File: src/nvm_crc8_regs.svh
// constants for the calibration memory crc checker
`ifndef NVM_CRC8_REGS_SVH
`define NVM_CRC8_REGS_SVH
`define CRC_WIDTH      8
`define CRC_POLY       8'h31
`define CRC_INIT       8'h00
`define CRC_FINAL_XOR  8'h00
`define CRC_GOOD       8'h00
`define NVM_BITS       256
`define NVM_WORD_W     16
`define NVM_WORDS      16
`define NVM_ADDR_W     4
`define BYTE_BITS      8
`define BIT_CNT_W      3
`endif

File: src/crc8_byte_step.sv
// one byte step of the crc-8 engine, one bit per clock, msb first
`timescale 1ns/1ns
`include "nvm_crc8_regs.svh"
module crc8_byte_step #(
    parameter logic [7:0] POLY = `CRC_POLY
) (
    input  wire logic       clk_in,
    input  wire logic       reset_n_in,
    input  wire logic       start_in,
    input  wire logic [7:0] data_in,
    input  wire logic [7:0] rem_in,
    output logic            busy_out,
    output logic            done_out,
    output logic [7:0]      rem_out
);
    logic [7:0] dat;
    logic [7:0] rem;
    logic [2:0] cnt;
    logic       busy;
    logic       done;
    wire        bits_differ;
    wire  [7:0] next_rem;

    // compare top bits, shift both, fold in polynomial when they differ
    assign bits_differ = dat[7] ^ rem[7];
    assign next_rem    = {rem[6:0], 1'b0} ^ (bits_differ ? POLY : 8'h00);

    always_ff @(posedge clk_in) begin
        if (!reset_n_in) begin
            dat  <= 8'h00;
            rem  <= 8'h00;
            cnt  <= 3'h0;
            busy <= 1'b0;
            done <= 1'b0;
        end else if (start_in && !busy) begin
            dat  <= data_in;
            rem  <= rem_in;
            cnt  <= 3'h0;
            busy <= 1'b1;
            done <= 1'b0;
        end else if (busy) begin
            dat  <= {dat[6:0], 1'b0};
            rem  <= next_rem;
            cnt  <= cnt + 3'h1;
            busy <= (cnt != 3'h7);
            done <= (cnt == 3'h7);
        end else begin
            done <= 1'b0;
        end
    end

    assign busy_out = busy;
    assign done_out = done;
    assign rem_out  = rem;
endmodule // crc8_byte_step

File: config.mk
export PLATFORM = sky130hd
export DESIGN_NAME = crc8_byte_step
export DESIGN_NICKNAME = d
export VERILOG_FILES = /design/src/crc8_byte_step.sv
export VERILOG_INCLUDE_DIRS = /design/src
export SDC_FILE = /design/constraint.sdc
export NUM_CORES = 1
export LEC_CHECK = 0
export ABC_AREA = 1
export BUFFER_PORTS_ARGS = -buffer_cell sky130_fd_sc_hd__buf_4
export CORE_ASPECT_RATIO = 0.8
export CORE_MARGIN = 4
export CORE_UTILIZATION = 25
export CTS_CLUSTER_SIZE = 8
export DETAILED_ROUTE_END_ITERATION = 10
export PLACE_DENSITY_LB_ADDON = 0.08
export SLEW_MARGIN = 10
export SYNTH_ARGS = -nofsm -noshare
export SYNTH_HDL_FRONTEND = slang
export SYNTH_SLANG_ARGS = --single-unit
File: constraint.sdc
create_clock -name clk_in -period 1 [get_ports clk_in]
set_input_delay 0.2 -clock clk_in [delete_from_list [all_inputs] [get_ports clk_in]]
set_output_delay 0.2 -clock clk_in [all_outputs]
set_load 0.01 [all_outputs]
==> results.toml, run 1 <==
[synthesis]
syn-num-nets = 175
synth.avg_cell_area_um2 = 7.16
synth_seq_cells = 21
synthSimpleGateAreaFrac = 0.432
synth-compound-area-share = 0.0183
yosysUniqueCellTypes = 18
ys_warn_count = 0
synth-xor-area-share = 0.00800
synthMuxAreaShare = 0
syn_area_um2 = 1090
synthCells = 153
synth-adder-area-share = 0.0343
yosysSeqAreaShare = 0.384
synth_top_family_by_area = "simple AND/OR/NAND/NOR gates"

[die]
fp.dieW_um = 82.0
dieHeight_um = 67.2
rows = 21
die-area_um2 = 5510
ios = 29
floorplan.initialDensity = 0.260
coreArea_um2 = 4200

[grt]
grt_pass1_wl_um = 4640
grt_max_degree = 15
grt_overflow_total = 0
grt_usage = 0.110
grt_pass1_vias = 1051
antenna_found_initial = 0

[placed_design]
place_area_um2 = 1380
dp.cells = 239
place_ws_ps = -41.3
port_buffers = 28
dp_hpwl_um = 2020
gp_congestion = 0.745

[critical_path]
cp_max_fo = 5
rrSetupSlack_ps = -50
cp_common_cell = "buf_6"
cp_slowest_cell = "dfxtp_4"
critPathCaptureType = "output pin"
timing.rr.start = "busy_out$_SDFF_PN0_"
crit_required_ps = 800
reg2reg_depth = 7
worstPathCellList = "buf_6 -> buf_6"
arrival_ps = 850
start_kind = "register"
reg2reg_to = "rem_out[5]$_SDFFE_PN0P_"
max_stage_delay_ps = 370
worstSetupPathType = "register to output pin"

[pwr]
ir_drop_uv = 521
p_leak_nw = 0.837
power.total_mw = 2.05
power_density_nw_per_um2 = 1280

[clock_tree]
cts-root-buf = "clkbuf_8"
insertion_delay_ps = 260
cts_max_level = 1
hold_buffers = 0
clk_pin_slew_ps = 80
cts.sinks = 21
cts_buffers = 3
clockBufferDepth = 2
cts_tree = "done"

[timing]
setup_viol = 16
slew_violations = 0
max_freq_ghz = 0.953
worst_pin_slew_ps = 188
final.setup.worst_slack_ps = -49.7
skew_ps = 1.42
finalCriticalPeriod_ps = 1050
hold_violations = 0
holdWs_ps = 165
relSlewSlack = 0.875
rsz0062_at_grt = "yes"
timing.final.crit_share = 1.05

[status]
violations = "setup timing"
status = "finished with violations"

[cells_and_area]
diodes = 0
layout.nets = 213
drive_gt1_frac = 0.458
final_cell_mix = "nand2_1, buf_4, nand3_2"
final_common_cell = "nand2_1"
fillers = 451
multiInputGateArea_um2 = 646
design_area_um2 = 1600
area_growth_pct = 45.7
regArea_um2 = 438
finalNonFillerCells = 247

[routing]
drtPass1Iterations = 4
vias = 1074
drc_errors = 0
vias_per_cell = 4.35
finalWirelength_um = 2880
routedWlPerCell_um = 11.7
drt_iter0_markers = 35
ant_nets = 0

[flow_run]
max_cap_viol_count = 0

[worst_hold_path]
holdPathEnd = "dat[0]$_SDFFE_PN0P_"
hold_path_depth = 3
hold_start = "data_in[0]"
min_path_type = "primary input to register"
[power breakdown]
part	switching [mW]	total [mW]	internal, mW
Sequential	0.0570	0.959	0.902
Combinational	0.269	0.528	0.259
Clock	0.279	0.562	0.284
Total	0.605	2.05	1.44
[metrics by stage]
step,setup TNS (ps),util
6_report,-579,0.379
5_1_grt,-1620,0.379
4_1_cts,-280,0.353
3_5_place_dp,-41.3,0.327
3_3_place_gp,-3.08,0.327
2_1_floorplan,0,-
[area by class of cell]
class | count | area share
Sequential cell | 21 | 0.275
Clock buffer | 4 | 0.0282
Timing Repair Buffer | 40 | 0.202
Tap cell | 57 | 0.0447
Inverter | 18 | 0.0455
Multi-Input combinational cell | 107 | 0.405
[synth_stat cells]
master    instances  area (um2)
dfxtp_1          21         420
nand3_1          23         115
inv_4             1        6.26
buf_2             1        5.00
inv_1            16        60.1
nand2_1          62         233
a21oi_1           2        10.0
inv_2             1        3.75
clkbuf_1          1        3.75
nor2_1            2        7.51
nand3b_1          2        15.0
o21ai_1           1        5.00
buf_6             5        56.3
o21ai_0           1        5.00
xnor2_1           1        8.76
ha_1              3        37.5
nor2_4            2        22.5
nand3_2           8        80.1
[flip-flops by register name (all words and copies together), names as in the netlist]
| signal | count |
|---|---|
| dat | 8 |
| busy_out | 1 |
| done_out | 1 |
| cnt | 3 |
| rem_out | 8 |
[per-layer routing]
metal	up-vias	track usage	share of wire
met1	502	0.129	0.46
met3	2	0.0347	0.054
met4	0	0.0290	0.0049
met2	20	0.193	0.48
met5	-	0	0
li1	550	-	-
[how the worst max path moves through the flow]
| stage | from | to |
|---|---|---|
| 3_5_place_dp | cnt[0]$_SDFFE_PP0P_ | cnt[2]$_SDFFE_PP0P_ |
| 4_1_cts | busy_out$_SDFF_PN0_ | busy_out |
| 5_1_grt | busy_out$_SDFF_PN0_ | dat[4]$_SDFFE_PN0P_ |
| 3_3_place_gp | cnt[0]$_SDFFE_PP0P_ | cnt[2]$_SDFFE_PP0P_ |
| 2_1_floorplan | cnt[0]$_SDFFE_PP0P_ | cnt[2]$_SDFFE_PP0P_ |
| 6_report | busy_out$_SDFF_PN0_ | busy_out |
[critical path: cells and delay by family (launching register included)]
kind                   cells  cell delay, ps
buffers and inverters      2             230
DFF                        1             370
[kinds of logic after synthesis]
group | count (synthesis)
flops | 21
xor+xnor | 1
buf+inv | 25
fa+ha+maj | 3
simple gates | 99
compound gates | 4
[repair_timing]
item | in CTS | in global routing
endpoints found under the setup margin | 4 | 25
buffers inserted | 2 | 1
gates cloned | 0 | 1
pin swaps | 1 | 6
resized for setup | 13 | 30
No activity file was read; power rests on OpenSTA's default activity.
==> run 2: changes to the inputs <==
Settings changed: CTS_BUF_LIST from default to sky130_fd_sc_hd__clkbuf_4, PLACE_DENSITY from default to 0.47, PLACE_DENSITY_LB_ADDON 0.08 to default.
==> results.toml, run 2 (synthesized netlist as in run 1, its figures left out) <==
[status]
status = "finished with violations"
violations = "setup timing"

[cells_and_area]
design_area_um2 = 1610
diodes = 0
drive_gt1_frac = 0.403
area_growth_pct = 47.1
finalNonFillerCells = 253
layout.nets = 219
final_cell_mix = "nand2_1, buf_4, nand3_1"
final_common_cell = "nand2_1"

[routing]
ant_nets = 0
drt_iter0_markers = 49
finalWirelength_um = 2880
drtPass1Iterations = 3
vias = 1060
vias_per_cell = 4.19
routedWlPerCell_um = 11.4
drc_errors = 0

[timing]
skew_ps = 0.828
hold_violations = 0
finalCriticalPeriod_ps = 1100
worst_pin_slew_ps = 162
max_freq_ghz = 0.912
final.setup.worst_slack_ps = -95.9
timing.final.crit_share = 1.10
rsz0062_at_grt = "yes"
holdWs_ps = 114
relSlewSlack = 0.892
setup_viol = 14
slew_violations = 0

[pwr]
power_density_nw_per_um2 = 1220
power.total_mw = 1.96
p_leak_nw = 0.820
ir_drop_uv = 502

[critical_path]
rrSetupSlack_ps = -50
endpoint = "busy_out"
reg2reg_to = "rem_out[5]$_SDFFE_PN0P_"
critPathCaptureType = "output pin"
crit_required_ps = 800
arrival_ps = 900
cp_max_fo = 2
worstSetupPathType = "register to output pin"
timing.rr.start = "busy_out$_SDFF_PN0_"
start_kind = "register"
reg2reg_depth = 7
crit_path_start = "busy_out$_SDFF_PN0_"

[placed_design]
dp_hpwl_um = 2040
place_area_um2 = 1390
port_buffers = 28
gp_congestion = 0.766
dp.cells = 239

[clock_tree]
cts_tree = "done"
cts_max_level = 1
cts-root-buf = "clkbuf_4"
hold_buffers = 0
cts.sinks = 21
cts_buffers = 3
insertion_delay_ps = 310
clockBufferDepth = 2
clk_pin_slew_ps = 120

[die]
dieHeight_um = 67.2
fp.dieW_um = 82.0
ios = 29
die-area_um2 = 5510
coreArea_um2 = 4200
floorplan.initialDensity = 0.260
rows = 21

[flow_run]
max_cap_viol_count = 0

[worst_hold_path]
min_path_type = "primary input to register"

[grt]
grt_usage = 0.111
grt_pass1_wl_um = 4690
antenna_found_initial = 0
grt_overflow_total = 0
grt_pass1_vias = 1074
grt_max_degree = 15
run 2: changes by cell type in the layout (fill, tap and decap cells not counted), sizes merged:
| cell | delta |
|---|---|
| buf | +6 |
run 2: repair_timing:
| action | 4_1_cts | 5_1_grt |
|---|---|---|
| cloned | 0 | 1 |
| gates resized for setup | 21 | 15 |
| setup buffers | 9 | 0 |
| pin swaps | 2 | 5 |
| endpoints found under the setup margin | 10 | 29 |
run 2: worst min-delay path by stage:
stage,from,end,cells after the start
2_1_floorplan,data_in[0],dat[0]$_SDFFE_PN0P_,2
3_3_place_gp,data_in[0],dat[0]$_SDFFE_PN0P_,3
3_5_place_dp,data_in[0],dat[0]$_SDFFE_PN0P_,3
4_1_cts,data_in[0],dat[0]$_SDFFE_PN0P_,3
5_1_grt,data_in[0],dat[0]$_SDFFE_PN0P_,3
6_report,data_in[0],dat[0]$_SDFFE_PN0P_,3
run 2: per-stage QoR:
step                       util  worst slack, ps  setup TNS [ps]
final                     0.383            -95.9            -402
after global routing      0.383             -138           -1550
after CTS                 0.369             -107            -678
after detailed placement  0.330            -38.2           -38.2
after global placement    0.330            -2.15           -2.15
after floorplan               -             1.63               0
run 2: final cells by class:
class                           count  area [um2]
Inverter                           18        72.6
Tap cell                           57        71.3
Sequential cell                    21         440
Timing Repair Buffer               46         414
Fill cell                         481        2590
Multi-Input combinational cell    107         582
Clock buffer                        4        30.0
run 2: power breakdown:
| group | total (mW) | leakage, nW | internal [mW] | switching [mW] |
|---|---|---|---|---|
| Combinational | 0.567 | 0.624 | 0.292 | 0.275 |
| Sequential | 0.945 | 0.178 | 0.902 | 0.0428 |
| Clock | 0.447 | 0.0184 | 0.183 | 0.264 |
run 2: routing by layer:
metal,up-vias,share of wire,track usage
met3,2,0.062,0.0400
met1,471,0.48,0.140
met4,0,0.0042,0.0228
li1,566,-,-
met5,-,0,0
met2,21,0.45,0.183
run 2: critical path, stage by stage, from the launching register on:
cell,delay (ps)
dfxtp_4,370
buf_6,110
buf_6,110
